**src/rtl/cpp_pkg.sv**
```systemverilog
// Shared constants and types for the charger power-path register bank
package cpp_pkg;
	// Register offsets
	localparam logic [7:0] OFS_CFG     = 8'h00;
	localparam logic [7:0] OFS_STAT    = 8'h01;
	localparam logic [7:0] OFS_GPIO    = 8'h1c;
	// Reset values and write masks
	localparam logic [7:0] CFG_RESET   = 8'hd9;
	localparam logic [7:0] CFG_WMASK   = 8'hdf;
	localparam logic [7:0] GPIO_RESET  = 8'h00;
	localparam logic       CE_RESET    = 1'b1;
	// Configuration field positions
	localparam int CFG_CE       = 0;
	localparam int CFG_INMAX    = 1;
	localparam int CFG_USB500   = 2;
	localparam int CFG_SCALE_LO = 3;
	localparam int CFG_SCALE_HI = 4;
	localparam int CFG_RUN      = 6;
	localparam int CFG_VSEL     = 7;
	localparam int GPIO_SAFETY  = 4;
	// Serial port constants; device address value is arbitrary
	localparam logic [6:0] DEV_ADDR_DEF = 7'h2a;
	localparam logic [3:0] BYTE_BITS    = 4'h8;
	localparam logic [7:0] READ_UNMAPPED = 8'h00;

	typedef enum logic [3:0] {
		ST_IDLE, ST_ADDR, ST_AACK, ST_PTR, ST_PACK, ST_WDATA, ST_WACK, ST_RDATA, ST_RACK
	} cpp_i2c_state_e;

	// Analog status and event sources, all asynchronous
	typedef struct packed {
		logic       supEnter;
		logic       supExit;
		logic       usbSelected;
		logic       loopActive;
		logic       acDetect;
		logic       usbDetect;
		logic [1:0] chargeState;
		logic       inputOv;
		logic       undervoltage_lockout;
		logic       tempFault;
		logic       ldoInReg;
		logic       ldoAbove2v;
	} cpp_stat_in_s;

	// Controls to the analog charger and power path
	typedef struct packed {
		logic       sysFromInput;
		logic       chargeRun;
		logic       voltSel42;
		logic       voltSafety436;
		logic [1:0] currentScale;
		logic       usbLimit500;
		logic       inputLimitMax;
		logic       timerHold;
		logic       timerRestart;
		logic       statusValid;
		logic       detectValid;
		logic       statusEvent;
	} cpp_chg_ctrl_s;
endpackage

```
**src/rtl/cpp_charger_regs.sv**
```systemverilog
// Charger configuration, status and safety registers behind an I2C slave
//
// Behaviour
// - Status contents valid only with input power; regulator in regulation flags it.
// - Output undervoltage entry captures select bit into latch, then resets register bit.
// - During lockout with supply present, latch value drives charger and path switches.
// - Latch returns to high only when input power is removed.
// - Leaving lockout disables latch; register select bit drives switches directly.
// - Config bit 0 picks system source: 0 battery, 1 input power.
// - Config bit 7 picks charge voltage: 0 is 4.36 V, 1 is 4.2 V.
// - Config bit 6: 0 suspends charging, 1 allows it; bit 5 unused.
// - Config bits 4:3 current scaling: 00 gives 0.25, else external resistor.
// - Bit 2 USB limit 100/500 mA; bit 1 USB limit or maximum.
// - Shared register 0x1C bit 4 is charge voltage safety: 0 4.2 V, 1 4.36 V.
// - Status bit 7 supplement mode: set above 60 mV, cleared below 20 mV.
// - Supplement status bit is masked and never raises an event.
// - Status bit 6 selected input (0 AC, 1 USB); bit 5 loop active.
// - Status bits 4,3 AC and USB detected; trusted only above 2.0 V.
// - Status bits 2:1 charge state: fault/off, done, fast charge, precharge.
// - Status bit 0 reports overvoltage on AC or USB input.
// - Suspend by bit or temperature fault pauses safety timers; only the fault pauses them without restart.
// - Toggling select or suspend bits, or power cycling, restarts timers and faults.
`timescale 1ns/10ps
module cpp_charger_regs #(
	parameter logic [6:0] DEV_ADDR = cpp_pkg::DEV_ADDR_DEF
) (
	// Clock and reset
	input  wire logic                  sys_clk,
	input  wire logic                  rst,
	// I2C pins
	input  wire logic                  sclIn,
	input  wire logic                  sdaIn,
	output logic                       sdaOut,
	output logic                       sdaOeN,
	// Analog side
	input  wire cpp_pkg::cpp_stat_in_s statIn,
	output cpp_pkg::cpp_chg_ctrl_s     ctrl
);
	cpp_pkg::cpp_stat_in_s   statS1, statS, statPrevQ;
	logic                    sclS1, sclS, sclQ, sdaS1, sdaS, sdaQ;
	cpp_pkg::cpp_i2c_state_e stateQ, stateD;
	logic [3:0]              cntQ, cntD;
	logic [7:0]              shiftQ, shiftD, txQ, txD, ptrQ, ptrD;
	logic                    sdaLowQ, sdaLowD, rwQ, rwD, wrStb;
	logic [7:0]              cfgQ, gpioQ;
	logic                    ceLatchQ, suppQ, uvloQ, inPresQ, ceQ, chgOnQ;
	cpp_pkg::cpp_chg_ctrl_s  ctrlD;

	// Two-stage synchronisers for pins
	always_ff @(posedge sys_clk or posedge rst) begin
		if (rst) begin
			{sclS1, sclS, sclQ, sdaS1, sdaS, sdaQ} <= 6'h3f;
			statS1 <= '0;
			statS  <= '0;
		end else begin
			{sclS1, sclS, sclQ} <= {sclIn, sclS1, sclS};
			{sdaS1, sdaS, sdaQ} <= {sdaIn, sdaS1, sdaS};
			statS1 <= statIn;
			statS  <= statS1;
		end
	end

	wire sclRise  = sclS & ~sclQ;
	wire sclFall  = ~sclS & sclQ;
	wire startDet = sclS & sclQ & sdaQ & ~sdaS;
	wire stopDet  = sclS & sclQ & ~sdaQ & sdaS;
	wire byteDone = (cntQ == cpp_pkg::BYTE_BITS);
	wire inPres   = statS.acDetect | statS.usbDetect;
	wire uvloRise = statS.undervoltage_lockout & ~uvloQ;

	// Status byte, sampled live when a read byte is loaded
	wire [7:0] statByte = {suppQ, statS.usbSelected, statS.loopActive,
		statS.acDetect, statS.usbDetect,
		statS.chargeState, statS.inputOv};
	wire selCfg  = (ptrQ == cpp_pkg::OFS_CFG);
	wire selStat = (ptrQ == cpp_pkg::OFS_STAT);
	wire selGpio = (ptrQ == cpp_pkg::OFS_GPIO);
	wire [7:0] readMux = selCfg ? cfgQ : selStat ? statByte :
		selGpio ? gpioQ : cpp_pkg::READ_UNMAPPED;

	// Serial slave sequencing
	always_comb begin
		stateD  = stateQ;
		cntD    = cntQ;
		shiftD  = shiftQ;
		txD     = txQ;
		ptrD    = ptrQ;
		rwD     = rwQ;
		sdaLowD = sdaLowQ;
		wrStb   = 1'b0;
		if (startDet) begin
			stateD  = cpp_pkg::ST_ADDR;
			cntD    = '0;
			sdaLowD = 1'b0;
		end else if (stopDet) begin
			stateD  = cpp_pkg::ST_IDLE;
			sdaLowD = 1'b0;
		end else if (sclRise) begin
			case (stateQ)
				cpp_pkg::ST_ADDR, cpp_pkg::ST_PTR, cpp_pkg::ST_WDATA: begin
					shiftD = {shiftQ[6:0], sdaS};
					cntD   = cntQ + 4'h1;
				end
				cpp_pkg::ST_RACK: begin
					if (sdaS) begin
						stateD = cpp_pkg::ST_IDLE;
					end
				end
				default: begin
				end
			endcase
		end else if (sclFall) begin
			case (stateQ)
				cpp_pkg::ST_ADDR: begin
					if (byteDone && shiftQ[7:1] == DEV_ADDR) begin
						stateD  = cpp_pkg::ST_AACK;
						rwD     = shiftQ[0];
						sdaLowD = 1'b1;
					end else if (byteDone) begin
						stateD = cpp_pkg::ST_IDLE;
					end
				end
				cpp_pkg::ST_PTR: begin
					if (byteDone) begin
						stateD  = cpp_pkg::ST_PACK;
						ptrD    = shiftQ;
						sdaLowD = 1'b1;
					end
				end
				cpp_pkg::ST_WDATA: begin
					if (byteDone) begin
						stateD  = cpp_pkg::ST_WACK;
						wrStb   = 1'b1;
						sdaLowD = 1'b1;
					end
				end
				cpp_pkg::ST_AACK, cpp_pkg::ST_RACK: begin
					cntD = '0;
					if (stateQ == cpp_pkg::ST_AACK && !rwQ) begin
						stateD  = cpp_pkg::ST_PTR;
						sdaLowD = 1'b0;
					end else begin
						stateD  = cpp_pkg::ST_RDATA;
						txD     = readMux;
						sdaLowD = ~readMux[7];
						cntD    = 4'h1;
					end
				end
				cpp_pkg::ST_PACK, cpp_pkg::ST_WACK: begin
					stateD  = cpp_pkg::ST_WDATA;
					cntD    = '0;
					sdaLowD = 1'b0;
				end
				cpp_pkg::ST_RDATA: begin
					if (byteDone) begin
						stateD  = cpp_pkg::ST_RACK;
						sdaLowD = 1'b0;
					end else begin
						txD     = {txQ[6:0], 1'b0};
						sdaLowD = ~txQ[6];
						cntD    = cntQ + 4'h1;
					end
				end
				default: begin
				end
			endcase
		end
	end

	always_ff @(posedge sys_clk or posedge rst) begin
		if (rst) begin
			stateQ  <= cpp_pkg::ST_IDLE;
			{cntQ, shiftQ, txQ, ptrQ} <= '0;
			{rwQ, sdaLowQ} <= 2'h0;
		end else begin
			stateQ  <= stateD;
			{cntQ, shiftQ, txQ, ptrQ} <= {cntD, shiftD, txD, ptrD};
			{rwQ, sdaLowQ} <= {rwD, sdaLowD};
		end
	end

	assign sdaOut = 1'b0;
	assign sdaOeN = ~sdaLowQ;

	// Registers; lockout entry outranks a host write to the select bit
	wire [7:0] cfgWr  = (shiftQ & cpp_pkg::CFG_WMASK);
	wire [7:0] cfgHost = (wrStb && selCfg) ? cfgWr : cfgQ;
	always_ff @(posedge sys_clk or posedge rst) begin
		if (rst) begin
			cfgQ  <= cpp_pkg::CFG_RESET;
			gpioQ <= cpp_pkg::GPIO_RESET;
		end else begin
			cfgQ <= cfgHost;
			if (uvloRise) begin
				cfgQ[cpp_pkg::CFG_CE] <= cpp_pkg::CE_RESET;
			end
			if (wrStb && selGpio) begin
				gpioQ <= shiftQ;
			end
		end
	end

	// Select latch, supplement flag, edge history
	always_ff @(posedge sys_clk or posedge rst) begin
		if (rst) begin
			ceLatchQ <= cpp_pkg::CE_RESET;
			{suppQ, uvloQ, inPresQ} <= 3'h0;
			ceQ      <= cpp_pkg::CFG_RESET[cpp_pkg::CFG_CE];
			chgOnQ   <= cpp_pkg::CFG_RESET[cpp_pkg::CFG_RUN];
			statPrevQ <= '0;
		end else begin
			if (!inPres) begin
				ceLatchQ <= cpp_pkg::CE_RESET;
			end else if (uvloRise) begin
				ceLatchQ <= cfgQ[cpp_pkg::CFG_CE];
			end
			if (statS.supEnter) begin
				suppQ <= 1'b1;
			end else if (statS.supExit) begin
				suppQ <= 1'b0;
			end
			{uvloQ, inPresQ} <= {statS.undervoltage_lockout, inPres};
			ceQ      <= cfgQ[cpp_pkg::CFG_CE];
			chgOnQ   <= cfgQ[cpp_pkg::CFG_RUN];
			statPrevQ <= statS;
		end
	end

	// Control outputs to the analog side
	wire useLatch   = statS.undervoltage_lockout & inPres;
	wire cycleStart = (ceQ != cfgQ[cpp_pkg::CFG_CE]) ||
		(chgOnQ != cfgQ[cpp_pkg::CFG_RUN]) || (inPres && !inPresQ) || uvloRise;
	wire [6:0] evtNow  = statByte[6:0];
	wire [6:0] evtPrev = {statPrevQ.usbSelected, statPrevQ.loopActive, statPrevQ.acDetect,
		statPrevQ.usbDetect, statPrevQ.chargeState, statPrevQ.inputOv};
	always_comb begin
		ctrlD.sysFromInput  = useLatch ? ceLatchQ : cfgQ[cpp_pkg::CFG_CE];
		ctrlD.chargeRun     = cfgQ[cpp_pkg::CFG_RUN];
		ctrlD.voltSel42     = cfgQ[cpp_pkg::CFG_VSEL];
		ctrlD.voltSafety436 = gpioQ[cpp_pkg::GPIO_SAFETY];
		ctrlD.currentScale  = cfgQ[cpp_pkg::CFG_SCALE_HI:cpp_pkg::CFG_SCALE_LO];
		ctrlD.usbLimit500   = cfgQ[cpp_pkg::CFG_USB500];
		ctrlD.inputLimitMax = cfgQ[cpp_pkg::CFG_INMAX];
		ctrlD.timerHold     = ~cfgQ[cpp_pkg::CFG_RUN] | statS.tempFault;
		ctrlD.timerRestart  = cycleStart;
		ctrlD.statusValid   = statS.ldoInReg;
		ctrlD.detectValid   = statS.ldoAbove2v;
		ctrlD.statusEvent   = (evtNow != evtPrev);
	end

	always_ff @(posedge sys_clk or posedge rst) begin
		if (rst) begin
			ctrl <= '0;
		end else begin
			ctrl <= ctrlD;
		end
	end
endmodule

```
**config.mk**
```make
export PLATFORM = sky130hd
export DESIGN_NAME = cpp_charger_regs
export DESIGN_NICKNAME = d
export VERILOG_FILES = /design/src/rtl/cpp_pkg.sv /design/src/rtl/cpp_charger_regs.sv
export SDC_FILE = /design/constraint.sdc
export NUM_CORES = 1
export LEC_CHECK = 0
export BUFFER_PORTS_ARGS = -buffer_cell sky130_fd_sc_hd__buf_2
export CAP_MARGIN = 20
export CORE_MARGIN = 4
export CORE_UTILIZATION = 38
export CTS_BUF_LIST = sky130_fd_sc_hd__clkbuf_4 sky130_fd_sc_hd__clkbuf_8 sky130_fd_sc_hd__clkbuf_16
export CTS_CLUSTER_DIAMETER = 200
export CTS_CLUSTER_SIZE = 25
export DETAILED_ROUTE_END_ITERATION = 8
export GPL_TIMING_DRIVEN = 0
export PLACE_DENSITY = 0.56
export SYNTH_ARGS = -nofsm -noshare
export SYNTH_HDL_FRONTEND = slang
export SYNTH_SLANG_ARGS = --single-unit
export TNS_END_PERCENT = 30
```
**constraint.sdc**
```tcl
create_clock -name sys_clk -period 5.53 [get_ports sys_clk]
set_input_delay 0.553 -clock sys_clk [delete_from_list [all_inputs] [get_ports sys_clk]]
set_output_delay 0.553 -clock sys_clk [all_outputs]
set_load 0.02 [all_outputs]
```
Yosys cells after proc, flatten, opt, wreduce, memory -nomap -nowiden
Index checks and enable logic that the tools add are counted.
- $add $sub $neg: 1
- $mul: 0
- divide/modulo/power cells: 0
- magnitude comparators: 0
- equality and inequality tests: 30
- shifts and indexed selects: 0
- mux-type cells: 49
- bitwise operators: 23
- reductions and logical operators: 31
- operators with widths (operator ; number):
    $mux 4 ; 17
    $mux 8 ; 3
    $pmux 4 s6 ; 1
    $mux 1 ; 22
    $eq 4x3->1 const B ; 4
    $ne 5x5->1 const B ; 3
    $mux 7 ; 2
    $pmux 7 s2 ; 1
    $not 1->1 ; 12
    $pmux 4 s3 ; 1
    $reduce_and 6->1 ; 2
    $reduce_and 5->1 ; 2
    $and 1x1->1 ; 9
    $reduce_bool 9->1 ; 1
    $eq 4x2->1 const B ; 2
    $eq 4x4->1 const B ; 2
    $eq 8x1->1 const B ; 1
    $eq 8x5->1 const B ; 1
    $logic_not 8->1 ; 1
    $ne 4x1->1 const B ; 2
    $ne 4x4->1 const B ; 2
    $reduce_and 8->1 ; 1
    $eq 7x6->1 const B ; 1
    $ne 7x7->1 ; 1
    other kinds (23) ; 40
- flip-flop bits (word level): 106
- bits in latches: 0
- bits in writable memories: 0
- bits in read-only memories: 0
- input port bits: 17
- output and inout port bits: 15
- memories kept: 0

Depth between registers and ports, before layout
- depth in word-level cells: 11
- depth in mapped cells: 9
- depth with buffers taken out: 7

Worst setup path before layout
No wires, ideal clock.
- path type: flip-flop to flip-flop
- start: register sclQ
- end: register ptrQ[0]
- setup time: 125 ps
- arrival: 2088 ps
- setup slack: 3317 ps
- stages on the path, launching flop included: 10
- buffers on the path: 2
- period minus slack after synthesis: 2213 ps
- cell sequence: dfstp_2 inv_1 ha_1 buf_2 nand2b_1 a21oi_1 nand2_1 or4_1 clkbuf_1 mux2_2
- cells in the longest elaborated chain, start to end: 5
- elaborated cells between the ends (all ways): 12
- those cells by class: bitwise: 11; reduce/logical: 1
- RTL lines (item ; line ; RTL):
    from (decl) ; cpp_charger_regs.sv:40 ; logic sclS1, sclS, sclQ, sdaS1, sdaS, sdaQ;
    from (signal assigned) ; cpp_charger_regs.sv:56 ; {sclS1, sclS, sclQ} <= {sclIn, sclS1, sclS};
    $and 1x1->1 ; cpp_charger_regs.sv:65, cpp_charger_regs.sv:66 ;
    $and 1x1->1, on equally long branches (2 in series) ; cpp_charger_regs.sv:66, cpp_charger_regs.sv:65 ;
    $not 1->1 (no line) ; n/a ;
    $reduce_and 6->1 (no line) (*) ; n/a ;
    to (signal assigned) ; cpp_charger_regs.sv:177 ; {cntQ, shiftQ, txQ, ptrQ} <= {cntD, shiftD, txD, ptrD};
    to (decl) ; cpp_charger_regs.sv:43 ; logic [7:0] shiftQ, shiftD, txQ, txD, ptrQ, ptrD;
Every way passes the cells marked *; elsewhere a longest branch is shown, timed or not.
A chain may end at the register's enable or synchronous reset.

Worst setup path in the final report
- start: register sclQ
- end: register gpioQ[5]
- cells in the longest elaborated chain, start to end: 6
- elaborated cells between the ends (all ways): 13
- those cells by class: mux: 4; bitwise: 8; reduce/logical: 1
- RTL lines (item ; line ; RTL):
    $and 1x1->1 (tied with other cells) ; cpp_charger_regs.sv:64 ; wire sclFall = ~sclS & sclQ;
    $mux 1 (tied with other cells) ; cpp_charger_regs.sv:112 ; end else if (sclFall) begin
    $mux 1 / $and 1x1->1 (equally long branches) ; cpp_charger_regs.sv:98, cpp_charger_regs.sv:66 ;
    $mux 1 ; cpp_charger_regs.sv:95 ; end else if (stopDet) begin
    $mux 1 (*) ; cpp_charger_regs.sv:91 ; if (startDet) begin
    $logic_and 1x1->1 (*) ; cpp_charger_regs.sv:197 ; if (wrStb && selGpio) begin
    to (signal assigned) ; cpp_charger_regs.sv:191 ; gpioQ <= cpp_pkg::GPIO_RESET;
    to (signal assigned) ; cpp_charger_regs.sv:198 ; gpioQ <= shiftQ;
    to (decl) ; cpp_charger_regs.sv:45 ; logic [7:0] cfgQ, gpioQ;
Marked as above.

==> qor.yml <==
logic_synthesis:
  syn_nets: 363
  synthMuxAreaShare: 0.109
  synth_seq_cells: 106
  synth_area_um2: 4400
  synth_top_family_by_area: "simple AND/OR/NAND/NOR gates"
  yosysSeqAreaShare: 0.607
  synthXorXnorAreaFrac: 0.0199
  yosys.area_share.simple: 0.110
  ys_warn_count: 0
  synth_edf_count: 0
  post_synth.cell_area_avg_um2: 12.9
  synthAdderAreaFrac: 0.0142
  synth_cell_type_count: 58
  synth-compound-area-share: 0.110
  synthFlopType: "dfrtp_1"
  synthArstFlopShare: 1.00
  syn_inst: 341
sta:
  slew_headroom: 0.623
  tns_ns: 0
  fin_crit_ns: 2.54
  period_share: 0.459
  final-hold-violation-count: 0
  fin_skew_ns: 0.0120
  slew_violations: 0
  worst_slew_pin_slew_ns: 0.562
  setup_viol: 0
  final.setup.worst_slack_ns: 2.99
  clock.fmax_mhz: 394
  rsz0062_at_grt: "false"
layout:
  nNetsFinal: 405
  design_area_um2: 5050
  fillers: 1030
  syn2layout_area_growth_pct: 14.7
  diodes: 0
  drive_above_1_share: 0.302
pwr:
  finalPower_mw: 1.52
  ir_worst_vdd_v: 0.000206
  power_density_nw_per_um2: 302
  p_leak_nw: 2.24
global_routing:
  grt-ovfl-total: 0
  grt_antenna_before_repair: 0
  grt_start_max_net_pins: 76
  grt_usage: 0.138
  first_global_vias: 2792
  grt_pass1_wl_um: 14200
placement:
  placed_cell_area_um2: 4760
  hpwl_um: 5940
  gp_congestion: 0.920
  io_buffers: 30
  place_ws_ns: 3.00
route:
  routedWlPerCell_um: 15.8
  top_layer: "met4"
  route.met2.wl_um: 4120
  wl_um: 8410
  met1_length_um: 3830
  antenna_left: 0
  met3_length_um: 277
  vias_per_cell: 5.21
  route.detailed.drc: 0
  first_iter_violations: 137
  first_pass_iters: 4
  dr_total_vias: 2765
run_status:
  run_status: "finished clean"
setup_path:
  worstSetupPathType: "reg2reg"
  required_ns: 5.76
  cp-start-kind: "flop"
  r2r_cells: 7
  cp.arrival_ns: 2.77
  crit_path_end_kind: "flop"
  crit_path_max_fanout: 10
clocking:
  h-tree-depth: 3
  cts.sinks: 106
  clockBufferDepth: 2
  cts.clk_slew.worst_paths_ns: 0.08
  cts_made_buffers: 9
  worstSkewPairLatency_ns: 0.35
  cts-root-buf: "clkbuf_16"
  cts_tree: "built"
  cts_setup_buffers: 0
  cts_resized: 0
  cts_hold_buf: 0
min_path:
  hold_class: "in2async"
floorplanning:
  rows: 39
  die_y_um: 116
  coreArea_um2: 11400
  ios: 32
  die_w_um: 116
  initial_utilization: 0.387
  dieArea_um2: 13400
run:
  maxCapViolations: 0
stage by stage:
step,utilization,hold slack (ns),cells
floorplan,-,0.331,341
global placement,0.416,0.332,514
detailed placement,0.419,0.335,515
CTS,0.444,0.204,531
global route,0.444,0.235,531
finish,0.444,0.204,531
cell usage in the layout (no fill, tap or decap), drive strengths merged, types with 9 or more instances in the layout:
| cell type | synthesis | layout |
|---|---|---|
| a21oi | 9 | 9 |
| a22oi | 9 | 9 |
| buf | 6 | 37 |
| clkbuf | 11 | 21 |
| dfrtp | 92 | 92 |
| dfstp | 14 | 14 |
| inv | 13 | 15 |
| mux2 | 40 | 40 |
| nand2 | 16 | 16 |
| nand2b | 9 | 9 |
| nand3 | 9 | 9 |
| o21ai | 9 | 9 |
critical path: stages, from the launching register on:
cell	delay [ns]
dfstp_2	0.55
inv_1	0.05
ha_1	0.16
buf_2	0.17
nand2b_1	0.21
a211oi_1	0.51
nand3_2	0.37
mux2_2	0.38
layout make-up:
type / count / area [um^2] / area share
clock inverters: 6 / 48.8 / 0.00967
well taps: 143 / 179 / 0.0354
plain buffers: 17 / 78.8 / 0.0156
inverters: 13 / 51.3 / 0.0102
repair buffers: 31 / 178 / 0.0352
multi-input cells: 205 / 1600 / 0.318
flip-flops and latches: 106 / 2670 / 0.529
clock buffers: 10 / 239 / 0.0473
flip-flops by register name, summed over array words and instances (netlist names), 2 cells and up:
signal,count
cfgQ,7
cntQ,4
ctrl,13
ctrlD,2
evtNow,7
evtPrev,7
gpioQ,8
ptrQ,8
shiftQ,8
statS,4
statS1,13
stateQ,4
txQ,7
cell usage after synthesis, types with 7 or more instances:
cell type / count / area share
dfrtp_1: 92 / 0.52
mux2_2: 40 / 0.10
nand2_1: 16 / 0.014
dfstp_2: 14 / 0.084
inv_1: 13 / 0.011
clkbuf_1: 11 / 0.0094
a21oi_1: 9 / 0.010
a22oi_1: 9 / 0.015
nand2b_1: 9 / 0.013
nor2_1: 8 / 0.0068
o21ai_0: 8 / 0.0091
o31ai_1: 8 / 0.014
a2bb2oi_1: 7 / 0.014
nand3_1: 7 / 0.0080
final timing paths:
path | slack, ns | to | start
worst max-delay path | 2.99 | gpioQ[5] | sclQ
max in group asynchronous | 4.59 | cfgQ[6] | rst
worst min register to register | 0.34 | sdaS | sdaS1
min in group sys_clk | 0.29 | sclS1 | sclIn
worst min-delay path | 0.20 | cntQ[2] | rst
worst max register to register | 2.99 | gpioQ[5] | sclQ
layer usage:
layer / up-vias / global-route usage
met5: - / 0
met4: 0 / 0.0510
met3: 15 / 0.0329
met2: 46 / 0.220
met1: 1390 / 0.183
li1: 1314 / -
power breakdown:
part           total (mW)  switching [mW]  leakage [nW]  internal [mW]
registers           0.833          0.0273          1.32          0.806
clock network       0.608           0.286         0.137          0.322
logic              0.0810          0.0487         0.789         0.0323
logic make-up (layout without fill, tap and decap cells):
family,count (synthesis),in the layout
and+or+nand+nor,80,80
DFF,106,106
other,1,1
AOI/OAI and AO/OA,66,66
adders and majority gates,5,5
muxes,43,43
buffers and inverters,30,77
xor gates and xnor gates,10,10
(Power assumes the default switching activity.)
